--- config.mk ---
export PLATFORM = sky130hd
export DESIGN_NAME = word_serializer
export DESIGN_NICKNAME = d
export VERILOG_FILES = /design/src/hw/serializer_pkg.sv /design/src/hw/word_fifo_if.sv /design/src/hw/word_fifo.sv /design/src/hw/word_serializer.sv
export SDC_FILE = /design/constraint.sdc
export NUM_CORES = 1
export LEC_CHECK = 0
export BUFFER_PORTS_ARGS = -buffer_cell sky130_fd_sc_hd__clkbuf_2
export CAP_MARGIN = 0
export CORE_MARGIN = 1
export CORE_UTILIZATION = 33
export DETAILED_ROUTE_END_ITERATION = 6
export GPL_TIMING_DRIVEN = 0
export SYNTH_ARGS = -nofsm -noshare
export SYNTH_HDL_FRONTEND = slang
export SYNTH_SLANG_ARGS = --single-unit
--- constraint.sdc ---
create_clock -name core_clk -period 4.8 [get_ports core_clk]
set_clock_uncertainty 0.1 [all_clocks]
set_input_delay 0.96 -clock core_clk [delete_from_list [all_inputs] [get_ports core_clk]]
set_output_delay 0.96 -clock core_clk [all_outputs]
set_load 0.01 [all_outputs]
--- src/hw/serializer_pkg.sv ---
package serializer_pkg;

	// ----------------------------------------
	// word and frame layout
	// ----------------------------------------
	localparam int         DATA_W     = 10;
	localparam int         FRAME_W    = 12;
	localparam logic       START_BIT  = 1'b1;
	localparam logic       STOP_BIT   = 1'b0;
	localparam logic [11:0] SYNC_FRAME = 12'h03F; // lsb leaves first: six ones, six zeros
	localparam logic [3:0] FRAME_LAST = 4'(FRAME_W - 1);
	localparam logic [2:0] SYNC_GATE  = 3'h5;     // word clocks of sync before capture stops

	// ----------------------------------------
	// word clock window, core clock at 4 ns
	// ----------------------------------------
	localparam int         CLK_PERIOD_PS      = 4000;
	localparam int         WORD_PERIOD_MIN_PS = 25000;
	localparam int         WORD_PERIOD_MAX_PS = 62500;
	localparam int         WORD_CYC_MIN       = (WORD_PERIOD_MIN_PS + CLK_PERIOD_PS - 1) / CLK_PERIOD_PS;
	localparam int         WORD_CYC_MAX       = WORD_PERIOD_MAX_PS / CLK_PERIOD_PS;
	localparam logic [7:0] PER_LO             = 8'(WORD_CYC_MIN - 1);
	localparam logic [7:0] PER_HI             = 8'(WORD_CYC_MAX - 1);
	localparam logic [7:0] PER_SAT            = 8'hFF;

	// ----------------------------------------
	// register map and fields
	// ----------------------------------------
	localparam logic [3:0] REG_STATUS    = 4'h0;
	localparam logic [3:0] REG_LOCK_WAIT = 4'h4;
	localparam logic [3:0] REG_FRAMES    = 4'h8;
	localparam logic [3:0] REG_DROPS     = 4'hC;
	localparam logic [7:0] LOCK_WAIT_RST = 8'h04;
	localparam int         STAT_LOCKED   = 0;
	localparam int         STAT_SYNC     = 1;
	localparam int         STAT_IGNORE   = 2;
	localparam int         STAT_DRIVE    = 3;
	localparam int         STAT_EMPTY    = 4;
	localparam int         STAT_STATE    = 8;
	localparam int         FIFO_DEPTH_DEF = 4;

	typedef enum logic [2:0] {
		ST_OFF  = 3'b001,
		ST_LOCK = 3'b010,
		ST_RUN  = 3'b100
	} link_state_t;

endpackage : serializer_pkg

--- src/hw/word_fifo_if.sv ---
`timescale 1ns/1ps
// ----------------------------------------
// word path between capture and serializer
// ----------------------------------------
interface word_fifo_if #(
	parameter int W = 10
);
	logic         wr_valid;
	logic         wr_ready;
	logic [W-1:0] wr_data;
	logic         rd_valid;
	logic         rd_ready;
	logic [W-1:0] rd_data;
	logic         flush;

	modport store (input wr_valid, wr_data, rd_ready, flush, output wr_ready, rd_valid, rd_data);
	modport user  (output wr_valid, wr_data, rd_ready, flush, input wr_ready, rd_valid, rd_data);
endinterface : word_fifo_if

--- src/hw/word_fifo.sv ---
`timescale 1ns/1ps
// ----------------------------------------
// small word buffer, flushable
// ----------------------------------------
module word_fifo
#(
	parameter int WIDTH = 10,
	parameter int DEPTH = 4
)
(
	// clock and reset
	input  wire logic  core_clk,
	input  wire logic  resetn,
	// both buffer sides
	word_fifo_if.store f
);
	localparam int            PW   = (DEPTH > 1) ? $clog2(DEPTH) : 1;
	localparam int            CW   = $clog2(DEPTH + 1);
	localparam logic [PW-1:0] LAST = PW'(DEPTH - 1);
	localparam logic [CW-1:0] FULL = CW'(DEPTH);

	logic [WIDTH-1:0] mem_r [DEPTH];
	logic [PW-1:0]    wp_r;
	logic [PW-1:0]    wp_nxt;
	logic [PW-1:0]    rp_r;
	logic [PW-1:0]    rp_nxt;
	logic [CW-1:0]    cnt_r;
	logic [CW-1:0]    cnt_nxt;
	logic             push;
	logic             pop;

	// flags come from the count, so full and empty never lie
	assign f.wr_ready = (cnt_r != FULL);
	assign f.rd_valid = (cnt_r != '0);
	assign f.rd_data  = mem_r[rp_r];
	assign push       = f.wr_valid && f.wr_ready && !f.flush;
	assign pop        = f.rd_valid && f.rd_ready && !f.flush;

	// pointer and count update, flush wins
	always_comb
	begin
		wp_nxt  = wp_r;
		rp_nxt  = rp_r;
		cnt_nxt = cnt_r;
		if (push)
			wp_nxt = (wp_r == LAST) ? '0 : wp_r + 1'b1;
		if (pop)
			rp_nxt = (rp_r == LAST) ? '0 : rp_r + 1'b1;
		if (push && !pop)
			cnt_nxt = cnt_r + 1'b1;
		else if (pop && !push)
			cnt_nxt = cnt_r - 1'b1;
		if (f.flush)
		begin
			wp_nxt  = '0;
			rp_nxt  = '0;
			cnt_nxt = '0;
		end
	end

	always_ff @(posedge core_clk or negedge resetn)
	begin
		if (!resetn)
		begin
			wp_r  <= '0;
			rp_r  <= '0;
			cnt_r <= '0;
		end
		else
		begin
			wp_r  <= wp_nxt;
			rp_r  <= rp_nxt;
			cnt_r <= cnt_nxt;
		end
	end

	// storage needs no reset; the count guards stale words
	always_ff @(posedge core_clk)
	begin
		if (push)
			mem_r[wp_r] <= f.wr_data;
	end
endmodule : word_fifo

--- src/hw/word_serializer.sv ---
`timescale 1ns/1ps
// Behaviour
// - outputs high-z until power-on reset releases
// - send nothing before word clock lock
// - sync frame is six ones, six zeros
// - sync ends only when both requests low
// - capture edge chosen by edge select
// - five sync word clocks block data capture
// - frame adds start one, stop zero
// - twelve serial bits per frame
// - data driven only enabled, awake, unsynced
// - either request alone starts sync
// - sleep stops lock, outputs high-z
// - relock after sleep before data
// - output enable low gives high-z
// - enable return resumes previous state
module word_serializer
	import serializer_pkg::*;
#(
	parameter int FIFO_DEPTH = FIFO_DEPTH_DEF
)
(
	// clock and power-on reset
	input  wire logic              core_clk,
	input  wire logic              resetn,
	// parallel word side
	input  wire logic              word_clock,
	input  wire logic [DATA_W-1:0] parallel_word_in,
	input  wire logic              capture_edge_select,
	// control pins
	input  wire logic              sync_request_a,
	input  wire logic              sync_request_b,
	input  wire logic              output_enable,
	input  wire logic              sleep_n,
	// differential serial output pair
	output logic                   serial_pos_out,
	output logic                   serial_pos_oe_n,
	output logic                   serial_neg_out,
	output logic                   serial_neg_oe_n,
	// avalon-mm slave
	input  wire logic [3:0]        avs_address,
	input  wire logic              avs_read,
	input  wire logic              avs_write,
	input  wire logic [31:0]       avs_writedata,
	output logic      [31:0]       avs_readdata,
	output logic                   avs_waitrequest
);

	// ----------------------------------------
	// declarations
	// ----------------------------------------
	link_state_t       st_r;
	link_state_t       st_nxt;
	logic [7:0]        per_r;
	logic [7:0]        per_nxt;
	logic [7:0]        good_r;
	logic [7:0]        good_nxt;
	logic [7:0]        lock_wait_r;
	logic [7:0]        lock_wait_nxt;
	logic              wc_prev_r;
	logic              wc_rise;
	logic              wc_fall;
	logic              per_good;
	logic              run;
	logic              sync_any;
	logic [2:0]        sync_cnt_r;
	logic [2:0]        sync_cnt_nxt;
	logic              ignore_data;
	logic              cap_edge;
	logic              push;
	logic [15:0]       drops_r;
	logic [15:0]       drops_nxt;
	logic [FRAME_W-1:0] sh_r;
	logic [FRAME_W-1:0] sh_nxt;
	logic [3:0]        cnt_r;
	logic [3:0]        cnt_nxt;
	logic              busy_r;
	logic              busy_nxt;
	logic              load;
	logic              sync_sel;
	logic [15:0]       frames_r;
	logic [15:0]       frames_nxt;
	logic              pos_r;
	logic              neg_r;
	logic              oe_n_r;
	logic              oe_n_nxt;
	logic              wait_r;
	logic              wait_nxt;
	logic [31:0]       rdata_r;
	logic [31:0]       rdata_nxt;
	logic [31:0]       status;

	word_fifo_if #(.W(DATA_W)) fq ();

	word_fifo #(
		.WIDTH (DATA_W),
		.DEPTH (FIFO_DEPTH)
	) u_fifo (
		.core_clk (core_clk),
		.resetn   (resetn),
		.f        (fq)
	);

	// ----------------------------------------
	// word clock edges and lock tracking
	// ----------------------------------------
	assign wc_rise  = word_clock && !wc_prev_r;
	assign wc_fall  = !word_clock && wc_prev_r;
	assign per_good = (per_r >= PER_LO) && (per_r <= PER_HI);
	assign sync_any = sync_request_a || sync_request_b;
	assign run      = (st_nxt == ST_RUN);

	// lock means a run of in-window word clock periods; sleep kills it
	always_comb
	begin
		st_nxt   = st_r;
		per_nxt  = (per_r == PER_SAT) ? per_r : per_r + 8'h01;
		good_nxt = good_r;
		if (wc_rise)
		begin
			per_nxt  = 8'h00;
			good_nxt = !per_good ? 8'h00 : (good_r == PER_SAT) ? good_r : good_r + 8'h01;
		end
		unique case (st_r)
			ST_OFF:
			begin
				st_nxt   = ST_LOCK;
				good_nxt = 8'h00;
			end
			ST_LOCK:
				if (good_r >= lock_wait_r)
					st_nxt = ST_RUN;
			ST_RUN:
				if ((per_r > PER_HI) || (wc_rise && !per_good))
					st_nxt = ST_LOCK;
			default:
				st_nxt = ST_OFF;
		endcase
		if (!sleep_n)
		begin
			st_nxt   = ST_OFF;
			good_nxt = 8'h00;
		end
	end

	// power-on reset holds everything off until release
	always_ff @(posedge core_clk or negedge resetn)
	begin
		if (!resetn)
		begin
			st_r      <= ST_OFF;
			per_r     <= PER_SAT;
			good_r    <= 8'h00;
			wc_prev_r <= 1'b0;
		end
		else
		begin
			st_r      <= st_nxt;
			per_r     <= per_nxt;
			good_r    <= good_nxt;
			wc_prev_r <= word_clock;
		end
	end

	// ----------------------------------------
	// capture into the word buffer
	// ----------------------------------------
	assign ignore_data = (sync_cnt_r == SYNC_GATE);
	assign cap_edge    = capture_edge_select ? wc_rise : wc_fall;
	assign push        = run && cap_edge && !ignore_data;
	assign fq.wr_valid = push;
	assign fq.wr_data  = parallel_word_in;
	assign fq.flush    = !run; // stale words must not outlive a lock loss

	// the source cannot be stalled, so a full buffer drops and counts
	always_comb
	begin
		sync_cnt_nxt = sync_cnt_r;
		drops_nxt    = drops_r;
		if (!sync_any)
			sync_cnt_nxt = 3'h0;
		else if (wc_rise && !ignore_data)
			sync_cnt_nxt = sync_cnt_r + 3'h1;
		if (push && !fq.wr_ready && (drops_r != 16'hFFFF))
			drops_nxt = drops_r + 16'h0001;
	end

	always_ff @(posedge core_clk or negedge resetn)
	begin
		if (!resetn)
		begin
			sync_cnt_r <= 3'h0;
			drops_r    <= 16'h0000;
		end
		else
		begin
			sync_cnt_r <= sync_cnt_nxt;
			drops_r    <= drops_nxt;
		end
	end

	// ----------------------------------------
	// frame serializer
	// ----------------------------------------
	// one bit per core clock; next frame loads on the stop bit cycle
	always_comb
	begin
		sh_nxt      = sh_r;
		cnt_nxt     = cnt_r;
		busy_nxt    = busy_r;
		frames_nxt  = frames_r;
		load        = 1'b0;
		sync_sel    = 1'b0;
		fq.rd_ready = 1'b0;
		if (busy_r && (cnt_r != 4'h0))
		begin
			sh_nxt  = sh_r >> 1;
			cnt_nxt = cnt_r - 4'h1;
		end
		else if (run)
		begin
			busy_nxt = 1'b0;
			sh_nxt   = '0;
			if (sync_any)
			begin
				load     = 1'b1;
				sync_sel = 1'b1;
				sh_nxt   = SYNC_FRAME;
			end
			else if (output_enable && fq.rd_valid)
			begin
				load        = 1'b1;
				fq.rd_ready = 1'b1;
				sh_nxt      = {STOP_BIT, fq.rd_data, START_BIT};
			end
			if (load)
			begin
				busy_nxt   = 1'b1;
				cnt_nxt    = FRAME_LAST;
				frames_nxt = frames_r + 16'h0001;
			end
		end
		if (!run)
		begin
			busy_nxt = 1'b0;
			sh_nxt   = '0;
			cnt_nxt  = 4'h0;
		end
	end

	always_ff @(posedge core_clk or negedge resetn)
	begin
		if (!resetn)
		begin
			sh_r     <= '0;
			cnt_r    <= 4'h0;
			busy_r   <= 1'b0;
			frames_r <= 16'h0000;
		end
		else
		begin
			sh_r     <= sh_nxt;
			cnt_r    <= cnt_nxt;
			busy_r   <= busy_nxt;
			frames_r <= frames_nxt;
		end
	end

	// ----------------------------------------
	// pin drivers
	// ----------------------------------------
	// enable gates the pins and data frame loads, so lock state carries on while high-z
	assign oe_n_nxt = !(output_enable && sleep_n && run);
	assign serial_pos_out  = pos_r;
	assign serial_neg_out  = neg_r;
	assign serial_pos_oe_n = oe_n_r;
	assign serial_neg_oe_n = oe_n_r;

	always_ff @(posedge core_clk or negedge resetn)
	begin
		if (!resetn)
		begin
			pos_r  <= 1'b0;
			neg_r  <= 1'b1;
			oe_n_r <= 1'b1;
		end
		else
		begin
			pos_r  <= sh_nxt[0];
			neg_r  <= !sh_nxt[0];
			oe_n_r <= oe_n_nxt;
		end
	end

	// ----------------------------------------
	// avalon register slave
	// ----------------------------------------
	always_comb
	begin
		status                             = 32'h0000_0000;
		status[STAT_LOCKED]                = (st_r == ST_RUN);
		status[STAT_SYNC]                  = sync_any;
		status[STAT_IGNORE]                = ignore_data;
		status[STAT_DRIVE]                 = !oe_n_r;
		status[STAT_EMPTY]                 = !fq.rd_valid;
		status[STAT_STATE +: 3]            = st_r;
	end

	// one wait cycle: read data is snapped while waitrequest is still high
	always_comb
	begin
		wait_nxt      = 1'b1;
		rdata_nxt     = rdata_r;
		lock_wait_nxt = lock_wait_r;
		if ((avs_read || avs_write) && wait_r)
		begin
			wait_nxt = 1'b0;
			unique case (avs_address)
				REG_STATUS:    rdata_nxt = status;
				REG_LOCK_WAIT: rdata_nxt = {24'h000000, lock_wait_r};
				REG_FRAMES:    rdata_nxt = {16'h0000, frames_r};
				REG_DROPS:     rdata_nxt = {16'h0000, drops_r};
				default:       rdata_nxt = 32'h0000_0000;
			endcase
		end
		if (avs_write && !wait_r && (avs_address == REG_LOCK_WAIT))
			lock_wait_nxt = avs_writedata[7:0];
	end

	always_ff @(posedge core_clk or negedge resetn)
	begin
		if (!resetn)
		begin
			wait_r      <= 1'b1;
			rdata_r     <= 32'h0000_0000;
			lock_wait_r <= LOCK_WAIT_RST;
		end
		else
		begin
			wait_r      <= wait_nxt;
			rdata_r     <= rdata_nxt;
			lock_wait_r <= lock_wait_nxt;
		end
	end

	assign avs_waitrequest = wait_r;
	assign avs_readdata    = rdata_r;
endmodule : word_serializer

==> metrics.md, run 1 <==
| Metric | Value |
|---|---|
| # rows | 52 |
| Yosys top cell area share | roughly 33% |
| Resize count post-CTS | 0 |
| Port buffer count | between 50 and 60 |
| CTS Hold Bufs | 0 |
| DRC | 0 |
| Warnings from Yosys | 0 |
| Worst-path maximum fanout | 10 |
| Storage cell area | ~3800 um2 |
| Top cells by area, synth | dfrtp_1 (33%), edfxtp_1 (17%), dfstp_2 (4.9%) |
| FMAX | 0.267 GHz |
| CP arrival | 4.00 ns |
| Chip height | ~150 um |
| Worst-skew pair later-pin latency | between 0.4 and 0.5 ns |
| Fraction of registers with async set/reset | 72.4% |
| Vias in the first global route | 4558 |
| Top-count cell post-synth | dfrtp_1 |
| Global-route wire length before repair | ~24000 um |
| Layout cell share with drive strength beyond 1 | between 20% and 30% |
| CTS tree | yes |
| Die Area | around 22000 um2 |
| Period minus WS final | about 3.7 ns |
| Final Hold Fails | 0 |
| Fin Hold WS | 0.361 ns |
| RSZ-0062 raised after global routing | false |
| Antenna Violating Nets Remaining | 0 |
| Post-Syn Area per Cell | 11.5 um2 |
| Clock slew at reported path FFs | around 0.060 ns |
| Pwr dens | 367 nW/um2 |
| Crit path launch type | flip-flop |
| Worst Tran Pin Value | between 0.9 and 1 ns |
| Largest net degree at the start of global routing | ~110 |
| Placed Cells | 949 |
| Core area | about 20000 um2 |
| Gpl congestion | roughly 0.79 |
| Final setup violation count | 0 |
| # Post-CTS Setup Buffers | 0 |
| GRT overflow | 0 |
| Via count | 4755 |
| Critical Path RT | 5.05 ns |
| Total CTS buffers | 17 |
| P_leak | around 0.0036 uW |
| Layout area overhead | 18.6% |
| Max-slew headroom | between 30% and 40% |
| Top FF cell, synth | dfrtp_1 |
| List of most frequent post-synthesis cells | dfrtp_1 (92), nor2_1 (52), nand2_1 (45) |
| I/O pin cnt | 93 |
| Synth cell types | 58 |
| Register area share after synthesis | a little over half |
| Max Root-Sink Buffers | 2 |
| Initial antenna violation count | 1 |
| Place WS | between 0.9 and 1 ns |
| Flop2flop setup slack | approximately 1.1 ns |
| Hold Crit Class | flip-flop to flip-flop |
| Post-Route WL | 14500 um |
| Leading area contributor after synthesis | dfrtp_1 |
| Max Cap Viol | 0 |
| Initial DRC count | roughly 250 |
| Area taken by multi-input logic gates | between 2000 and 3000 um2 |
| Final period util | between 70% and 80% |
| Initial Util | ~34% |
| Total GRT Usage | between 10 and 15% |
| Non-filler cells, final | roughly 1000 |
| Post-Syn Area | approximately 7000 um2 |
| Crit. End Element | flip-flop |
| Clock Sinks | between 100 and 150 |
| DR vias/cell | about 4.8 |
| Avg WL per Cell | between 10 and 15 um |
| Outcome | completed |
| VDD IR-drop max | 0.261 mV |
| Fin Setup TNS | 0 ns |
| Post-synth EDFFs | 40 |
| Worst Path Class, Setup | flip-flop to flip-flop |
| Syn Inst Count | 611 |
| Nets@finish | slightly below 800 |
| Root buffer cell | clkbuf_16 |
| Chip width | 148 um |
| #FFs+latches synth | roughly 150 |
| DRT Pass-1 Iters | 4 |
| Final HPWL DP | just over 10000 um |
| CTS HTree Levels | 4 |
| Slew Viols, Final | 0 |
| PnR worst setup slack | around 1.1 ns |
| Final Util | between 40% and 50% |
| Fill cells | 1976 |
## worst paths after layout
kind                          start               to  depth (start not counted)
hold / removal              sh_r[1]   serial_neg_out                          1
max in group asynchronous    resetn       drops_r[1]                          1
hold reg to reg             sh_r[1]   serial_neg_out                          1
setup reg to reg           per_r[0]  u_fifo.cnt_r[2]                         15
setup / recovery           per_r[0]  u_fifo.cnt_r[2]                         15
min in group asynchronous    resetn        good_r[3]                          1
## placed cells by master (no fill, tap or decap), types with 5 or more instances in the layout
cell type and n:
dfrtp_1 92, nor2_1 52, clkbuf_2 51, nand2_1 45, edfxtp_1 40, xor2_1 30
inv_1 26, o21ai_0 23, nand3_1 23, ha_1 22, nor3_1 21, a21oi_1 19
buf_4 17, clkbuf_16 17, conb_1 16, dfstp_2 13, xnor2_1 12, clkbuf_1 12
mux2_2 11, nor4_1 10, a22o_1 10, mux4_2 10, a22oi_1 9, nand4_1 9
nor2b_1 8, buf_2 8, nor4_2 7, a221oi_1 6, and3_1 6, o22ai_1 6
and2_1 6, clkinv_2 5
## worst max-delay path, cell delays in order, from the launching register on
cell      delay, ns
dfstp_2        0.58
inv_1          0.05
ha_1           0.19
o21a_1         0.18
o311ai_0       0.49
o22ai_1        0.17
o21bai_1       0.26
buf_6          0.19
buf_6          0.17
buf_2          0.26
nor3_1         0.09
fa_1           0.41
nor3_1         0.19
a31oi_1        0.08
xor2_1         0.17
nor2_1         0.09
## cells by family (layout without fill, tap and decap cells)
logic type / count (synthesis) / count (layout) / share of synthesized area, %
AND/OR/NAND/NOR: 212 / 212 / 15.8
flip-flops: 145 / 145 / 54.9
AO/OA/AOI/OAI: 101 / 101 / 9.72
buffers and inverters: 63 / 148 / 4.63
XOR/XNOR: 42 / 42 / 5.25
multiplexers: 24 / 24 / 5.41
adder cells (fa/ha/maj): 23 / 23 / 4.22
other: 1 / 17 / 0.0536
## metal layers
layer | share of wire, % | vias up | global-route usage [%]
met5 | 0 | - | 0
met4 | 1.6 | 0 | 5.15
met3 | 4.6 | 19 | 3.70
met2 | 46 | 98 | 22.1
met1 | 47 | 2287 | 18.7
li1 | - | 2351 | -
## power by group
| group | leakage [uW] | internal (uW) | switching [uW] | total (uW) |
|---|---|---|---|---|
| sequential | 0.00176 | 1330 | 61.8 | 1390 |
| clock | 0.000309 | 906 | 505 | 1410 |
| combinational | 0.00153 | 105 | 142 | 247 |
## state kept, by name, indices dropped and copies added (netlist names)
signal	cells
u_fifo.mem_r	40
serial_neg_oe_n	1
u_fifo.wp_r	2
u_fifo.rp_r	2
st_r	3
sync_cnt_r	3
avs_waitrequest	1
wc_prev_r	1
avs_readdata	16
frames_r	16
per_r	8
busy_r	1
cnt_r	4
good_r	8
lock_wait_r	8
serial_neg_out	1
u_fifo.cnt_r	3
sh_r	11
drops_r	16
## cell type report
| class | instances | area share (%) |
|---|---|---|
| multi-input combinational | 418 | 34.8 |
| antenna | 1 | 0.0301 |
| inverter | 26 | 1.18 |
| buffer | 37 | 2.73 |
| clock inverter | 11 | 1.93 |
| sequential | 145 | 46.3 |
| tap | 270 | 4.07 |
| timing repair buffer | 53 | 3.30 |
| clock buffer | 21 | 5.67 |
## metrics by stage
step           area (um2)  power (uW)
4_1_cts              8300        3080
3_5_place_dp         7670        1660
2_1_floorplan        7060        1560
3_3_place_gp         7660        1660
6_report             8300        3050
5_1_grt              8300        3170
(Power assumes the default switching activity.)
==> run 2, diff against run 1 <==
- ABC_AREA: default -> 1
- clock period: 4.8 -> 3.2 ns (I/O delays scaled with it)
==> run 2 against run 1 <==
  * Core utilization down 0.88 points
  * Cell area up 4.2%
  * Wire length up 13%
  * Sequential share of layout area down 1.9 points
  * First-iteration DRC count up 30%
  * Power up 49%
  * Clock power up 43%
  * Largest cell class unchanged
==> metrics.md, run 2 <==
| Metric | Value |
|---|---|
| Top cells by area, synth | dfrtp_1 (31%), edfxtp_1 (16%), nand2_1 (7.6%) |
| Gpl congestion | 0.921 (+16%) |
| Top FF cell, synth | dfrtp_1 |
| Resize count post-CTS | 0 (unchanged) |
| Pwr dens | 525 nW/um2 (+43%) |
| Die Area | 22900 um2 (+5.1%) |
| Worst-path maximum fanout | 10 (unchanged) |
| Initial DRC count | 330 (+30%) |
| Post-Syn Area per Cell | 9.10 um2 (-21%) |
| Post-Route WL | 16400 um (+13%) |
| Core area | 21800 um2 (+6.5%) |
| Post-synth EDFFs | 40 (unchanged) |
| Syn Inst Count | 809 (+32%) |
| Worst Tran Pin Value | 1.02 ns (+0.0448 ns) |
| DR vias/cell | 4.71 (-2.6%) |
| Initial Util | 33.7% (-0.42 points) |
| Chip height | 151 um (+2.5%) |
| DRT Pass-1 Iters | 5 (+1) |
| Nets@finish | 974 (+25%) |
| #FFs+latches synth | 145 (unchanged) |
| Final Hold Fails | 0 (unchanged) |
| # rows | 54 (+3.8%) |
| Worst-skew pair later-pin latency | 0.44 ns (about the same) |
| Register area share after synthesis | 52.2% (-2.7 points) |
| Initial antenna violation count | 0 (-1) |
| Synth cell types | 51 (-12%) |
| Met2 usage | 26.2% (+4.1 points) |
| Fraction of registers with async set/reset | 72.4% (unchanged) |
| Total GRT Usage | 15.8% (+1.7 points) |
| Buf/Inv on CP | 2 (-2) |
| FMAX | 0.332 GHz (+24%) |
| Global-route wire length before repair | 27400 um (+15%) |
| Largest net degree at the start of global routing | 106 (unchanged) |
| # Post-CTS Setup Buffers | 0 (unchanged) |
| CTS tree | yes |
| Post-Syn Area | 7360 um2 (+5.2%) |
| Port buffer count | 52 (unchanged) |
| M3 GR Usage | 3.04% (-0.66 points) |
| Critical path cell sequence | inv_1 -> ha_1 -> nand2_1 -> inv_1 -> nand4_1 -> nand3_1 -> nand2_1 -> nand2_2 -> nand4_1 -> nor2_1 |
| Slowest library cell on the worst path | nor2_1 |
| Fill cells | 2156 (+9.1%) |
| Avg WL per Cell | 13.8 um (-6.5%) |
| Most frequent cells in the layout | nand2_1 (148), inv_1 (104), dfrtp_1 (92) |
| Outcome | completed |
| Reg2reg end | u_fifo.mem_r[2][9] |
| RSZ-0062 raised after global routing | true |
| CP arrival | 2.97 ns (-1.03 ns) |
| Critical path's largest stage delay | 0.86 ns (+0.28 ns) |
| Place WS | 0.0919 ns (-0.814 ns) |
| Layout area overhead | 17.5% |
| VDD IR-drop max | 0.394 mV (+51%) |
| Final setup violation count | 0 (unchanged) |
| Top-count cell post-synth | nand2_1 |
| Max-slew headroom | 31.4% (-2.7 points) |
| Final HPWL DP | 11800 um (+17%) |
| I/O pin cnt | 93 (unchanged) |
| Max Root-Sink Buffers | 2 (unchanged) |
| Chip width | 151 um (+2.5%) |
| Non-filler cells, final | 1188 (+21%) |
| Period minus WS final | 3.01 ns (-0.734 ns) |
| Warnings from Yosys | 0 (unchanged) |
| Clock Sinks | 145 (unchanged) |
| Crit. End Element | flip-flop |
| GRT overflow | 0 (unchanged) |
| Vias in the first global route | 5412 (+19%) |
| Reg2reg path depth | 10 (-5) |
| Total CTS buffers | 17 (unchanged) |
| Final period util | 94.1% (+16 points) |
| Met1 global-route usage | 20.0% (+1.3 points) |
| Crit path launch type | flip-flop |
| Commonest non-fill, non-tap cell in the layout | nand2_1 |
| DRC | 0 (unchanged) |
| Largest Register | u_fifo.mem_r |
| CTS Hold Bufs | 0 (unchanged) |
| Antenna Violating Nets Remaining | 0 (unchanged) |
| CP delay by family, top | simple AND/OR/NAND/NOR gates |
| Leading area contributor after synthesis | dfrtp_1 |
| Slew Viols, Final | 0 (unchanged) |
| Antenna diodes | 0 (-1) |
| Critical Path RT | 3.16 ns (-1.89 ns) |
| Placed Cells | 1156 (+22%) |
| PnR worst setup slack | 0.188 ns (-0.866 ns) |
| Via count | 5601 (+18%) |
| Reg-to-reg startpoint | lock_wait_r[2] |
| CTS HTree Levels | 4 (unchanged) |
| List of most frequent post-synthesis cells | nand2_1 (149), inv_1 (104), dfrtp_1 (92) |
| Max Cap Viol | 0 (unchanged) |
| Hold Crit Class | input port to async pin |
| Worst Path Class, Setup | flip-flop to flip-flop |
| Max reg flops | 40 (unchanged) |
| P_leak | 0.00396 uW (+10%) |
| Root buffer cell | clkbuf_16 |
| Flop2flop setup slack | 0.19 ns (-0.87 ns) |
| Busiest grt layer | met2 |
| Clock slew at reported path FFs | 0.07 ns (about the same) |
| Layout cell share with drive strength beyond 1 | 17.5% (-5.4 points) |
| Yosys top cell area share | 31.3% (-1.6 points) |
## run 2: kinds of logic (layout without fill, tap and decap cells)
family | count (synthesis) | count (layout) | synth area share, %
and+or+nand+nor | 306 | 306 | 18.6
AOI/OAI and AO/OA | 154 | 154 | 12.2
buffers and inverters | 147 | 231 | 8.95
DFF | 145 | 145 | 52.2
xor gates and xnor gates | 32 | 32 | 3.81
adders and majority gates | 23 | 23 | 4.01
other | 1 | 16 | 0.0509
muxes | 1 | 1 | 0.153
## run 2: worst reg2reg max path: stages (launching register included)
cell and delay [ns]:
dfstp_2 0.52, inv_1 0.07, ha_1 0.27, nand2_1 0.05, inv_1 0.06, nand4_1 0.15
nand3_1 0.12, nand2_1 0.08, nand2_2 0.12, nand4_1 0.24, nor2_1 0.86
## run 2: area by class of cell
cell class | instances | area, um2 | area share, %
inverters | 113 | 434 | 5.02
plain buffers | 34 | 225 | 2.60
clock buffers | 17 | 425 | 4.92
multi-input cells | 532 | 2920 | 33.7
flip-flops and latches | 145 | 3840 | 44.5
repair buffers | 52 | 269 | 3.11
clock inverters | 15 | 183 | 2.11
well taps | 280 | 350 | 4.05
## run 2: worst max-delay path by stage
stage | cells after the start | endpoint | from | slack, ns
floorplan | 20 | u_fifo.cnt_r[2] | lock_wait_r[2] | 0.63
global route | 10 | u_fifo.mem_r[3][8] | lock_wait_r[2] | -0.1
detailed placement | 8 | u_fifo.mem_r[3][4] | word_clock | 0.09
CTS | 10 | u_fifo.mem_r[3][8] | lock_wait_r[2] | 0.11
global placement | 1 | sh_r[8] | resetn | -0.18
finish | 10 | u_fifo.mem_r[2][9] | lock_wait_r[2] | 0.19
## run 2: metrics by stage
| step | instance area [um2] | util, % | hold slack [ns] | total power [uW] | TNS, ns |
|---|---|---|---|---|---|
| floorplan | 7420 | - | 0.244 | 2390 | 0 |
| global placement | 8030 | 36.8 | 0.285 | 2560 | -15.81 |
| detailed placement | 8040 | 36.8 | 0.292 | 2570 | 0 |
| CTS | 8650 | 39.6 | 0.217 | 4590 | 0 |
| global route | 8650 | 39.6 | 0.220 | 4750 | -2.68 |
| finish | 8650 | 39.6 | 0.214 | 4540 | 0 |
## run 2: where the power goes
group	switching, uW	total [uW]	internal, uW
clock	956	2020	1060
sequential	62.3	2070	2000
combinational	305	461	156
## run 2: layer usage
layer  vias up  share of wire [%]
met2       101                 47
met3        25                3.5
li1       2841                  -
met1      2634                 47
met5         -                  0
met4         0                2.0
==> run 3, diff against run 2 <==
- clock period: 3.2 -> 3.1 ns (I/O delays scaled with it)
==> run 3 against run 2 <==
  * Via count about the same
  * Setup slack got worse by 0.097 ns
  * Largest power group unchanged
  * Cell area about the same
  * Non-clock buffer count increased by 1
  * Worst hold slack got worse by 0.017 ns
  * First-iteration DRC count increased by 13%
  * Flip-flop and latch count unchanged
  * Critical path depth unchanged
  * Core utilization about the same
  * Global-route usage unchanged
  * Sequential power increased by 3%
==> metrics.md, run 3 (synthesis results as in run 2) <==
| Metric | Value |
|---|---|
| Area taken by multi-input logic gates | 2920 um2 (unchanged) |
| Final Hold Fails | 0 (unchanged) |
| Layout cell share with drive strength beyond 1 | 17.6% (+0.091 points) |
| Storage cell area | 3840 um2 (unchanged) |
| Worst Path Class, Setup | flip-flop to flip-flop |
| Fill cells | 2156 (unchanged) |
| Layout area overhead | 17.6% (about the same) |
| CTS Hold Bufs | 0 (unchanged) |
| Most frequent cells in the layout | nand2_1 (148), inv_1 (104), dfrtp_1 (92) |
| I/O pin cnt | 93 (unchanged) |
| Slowest library cell on the worst path | nor2_1 |
| Critical Path RT | 3.06 ns (-0.10 ns) |
| Max reg flops | 40 (unchanged) |
| Max Cap Viol | 0 (unchanged) |
| Total GRT Usage | 15.8% (unchanged) |
| CTS tree | yes |
| Final HPWL DP | 11800 um (unchanged) |
| CTS HTree Levels | 4 (unchanged) |
| Die Area | 22900 um2 (unchanged) |
| DP Area | 8040 um2 (unchanged) |
| Fin Setup TNS | 0 ns (unchanged) |
| Critical path cell sequence | inv_1 -> ha_1 -> nand2_1 -> inv_1 -> nand4_1 -> nand3_1 -> nand2_1 -> nand2_2 -> nand4_1 -> nor2_1 |
| DR vias/cell | 4.71 (about the same) |
| DRT Pass-1 Iters | 4 (-1) |
| Non-filler cells, final | 1189 (+0.084%) |
| Clock slew at reported path FFs | 0.07 ns (about the same) |
| Buf/Inv on CP | 2 (unchanged) |
| Max-slew headroom | 33.6% (+2.1 points) |
| Initial DRC count | 372 (+13%) |
| Critical path's largest stage delay | 0.84 ns (-0.02 ns) |
| Outcome | completed |
| PnR worst setup slack | 0.0910 ns (-0.0967 ns) |
| Largest Register | u_fifo.mem_r |
| DRC | 0 (unchanged) |
| Antenna Violating Nets Remaining | 0 (unchanged) |
| Clock Sinks | 145 (unchanged) |
| Place WS | 0.0119 ns (-0.0800 ns) |
| Chip height | 151 um (unchanged) |
| Chip width | 151 um (unchanged) |
| Antenna diodes | 0 (unchanged) |
| Total CTS buffers | 17 (unchanged) |
| Post-Route WL | 16400 um (about the same) |
| Initial antenna violation count | 0 (unchanged) |
| Crit path launch type | flip-flop |
| Vias in the first global route | 5412 (unchanged) |
| Worst Tran Pin Value | 0.993 ns (-0.0320 ns) |
| Global-route wire length before repair | 27400 um (unchanged) |
| Hold Crit Class | input port to async pin |
| Slew Viols, Final | 0 (unchanged) |
| RSZ-0062 raised after global routing | true |
| Worst-path maximum fanout | 10 (unchanged) |
| Core area | 21800 um2 (unchanged) |
| Pwr dens | 541 nW/um2 (+3.0%) |
| Initial Util | 33.7% (unchanged) |
| Gpl congestion | 0.921 (unchanged) |
| Final period util | 97.1% (+2.9 points) |
| Period minus WS final | 3.01 ns (-0.00329 ns) |
| Commonest non-fill, non-tap cell in the layout | nand2_1 |
| Flop2flop setup slack | 0.09 ns (-0.10 ns) |
| FMAX | 0.332 GHz (+0.11%) |
| Placed Cells | 1156 (unchanged) |
| # rows | 54 (unchanged) |
| Final Util | 39.7% (about the same) |
| Port buffer count | 52 (unchanged) |
| Max Root-Sink Buffers | 2 (unchanged) |
| Via count | 5606 (+0.089%) |
| Nets@finish | 975 (+0.10%) |
| CP arrival | 2.97 ns (about the same) |
| Final setup violation count | 0 (unchanged) |
| VDD IR-drop max | 0.404 mV (+2.6%) |
| Worst-skew pair later-pin latency | 0.44 ns (about the same) |
| Largest net degree at the start of global routing | 106 (unchanged) |
| P_leak | 0.00396 uW (+0.10%) |
| CP delay by family, top | simple AND/OR/NAND/NOR gates |
| Finished Cell Area | 8660 um2 (about the same) |
| Root buffer cell | clkbuf_16 |
| Crit. End Element | flip-flop |
| Avg WL per Cell | 13.8 um (about the same) |
| GRT overflow | 0 (unchanged) |
[run 3: cell count changes in the layout (fill, tap and decap cells not counted), sizes merged]
cell  delta
buf      +1
[run 3: final cells by class]
cell class | instances | share of cell area, %
sequential | 145 | 44.4
multi-input combinational | 532 | 33.7
inverter | 113 | 5.02
clock buffer | 17 | 4.91
tap | 280 | 4.05
timing repair buffer | 53 | 3.19
buffer | 34 | 2.60
clock inverter | 15 | 2.11
[run 3: worst paths after layout]
| kind | startpoint | end | cells past startpoint |
|---|---|---|---|
| setup / recovery | lock_wait_r[2] | u_fifo.mem_r[1][3] | 10 |
| hold / removal | resetn | avs_readdata[6] | 1 |
| setup reg to reg | lock_wait_r[2] | u_fifo.mem_r[1][3] | 10 |
| hold reg to reg | sh_r[1] | serial_neg_out | 1 |
| max in group asynchronous | resetn | u_fifo.rp_r[0] | 1 |
| min in group core_clk | word_clock | wc_prev_r | 1 |
[run 3: routing by layer]
layer  track usage [%]  wire length, um
met1              20.0             7670
met2              26.2             7770
met3              3.04              650
met4              6.50              310
met5                 0                0
[run 3: where the power goes]
group,total (uW),internal [uW],switching (uW)
Combinational,475,161,314
Sequential,2130,2070,64.2
Clock,2080,1100,982
Total,4690,3320,1360
[run 3: metrics by stage]
| step | hold WS, ns | total power [uW] |
|---|---|---|
| after floorplan | 0.224 | 2470 |
| after global placement | 0.285 | 2640 |
| after detailed placement | 0.292 | 2650 |
| after CTS | 0.197 | 4740 |
| after global routing | 0.200 | 4900 |
| final | 0.198 | 4690 |
[run 3: repair_timing]
action                                  CTS  global route
gates resized for setup                   0             1
buffers inserted                          0             1
endpoints found under the setup margin    0            41
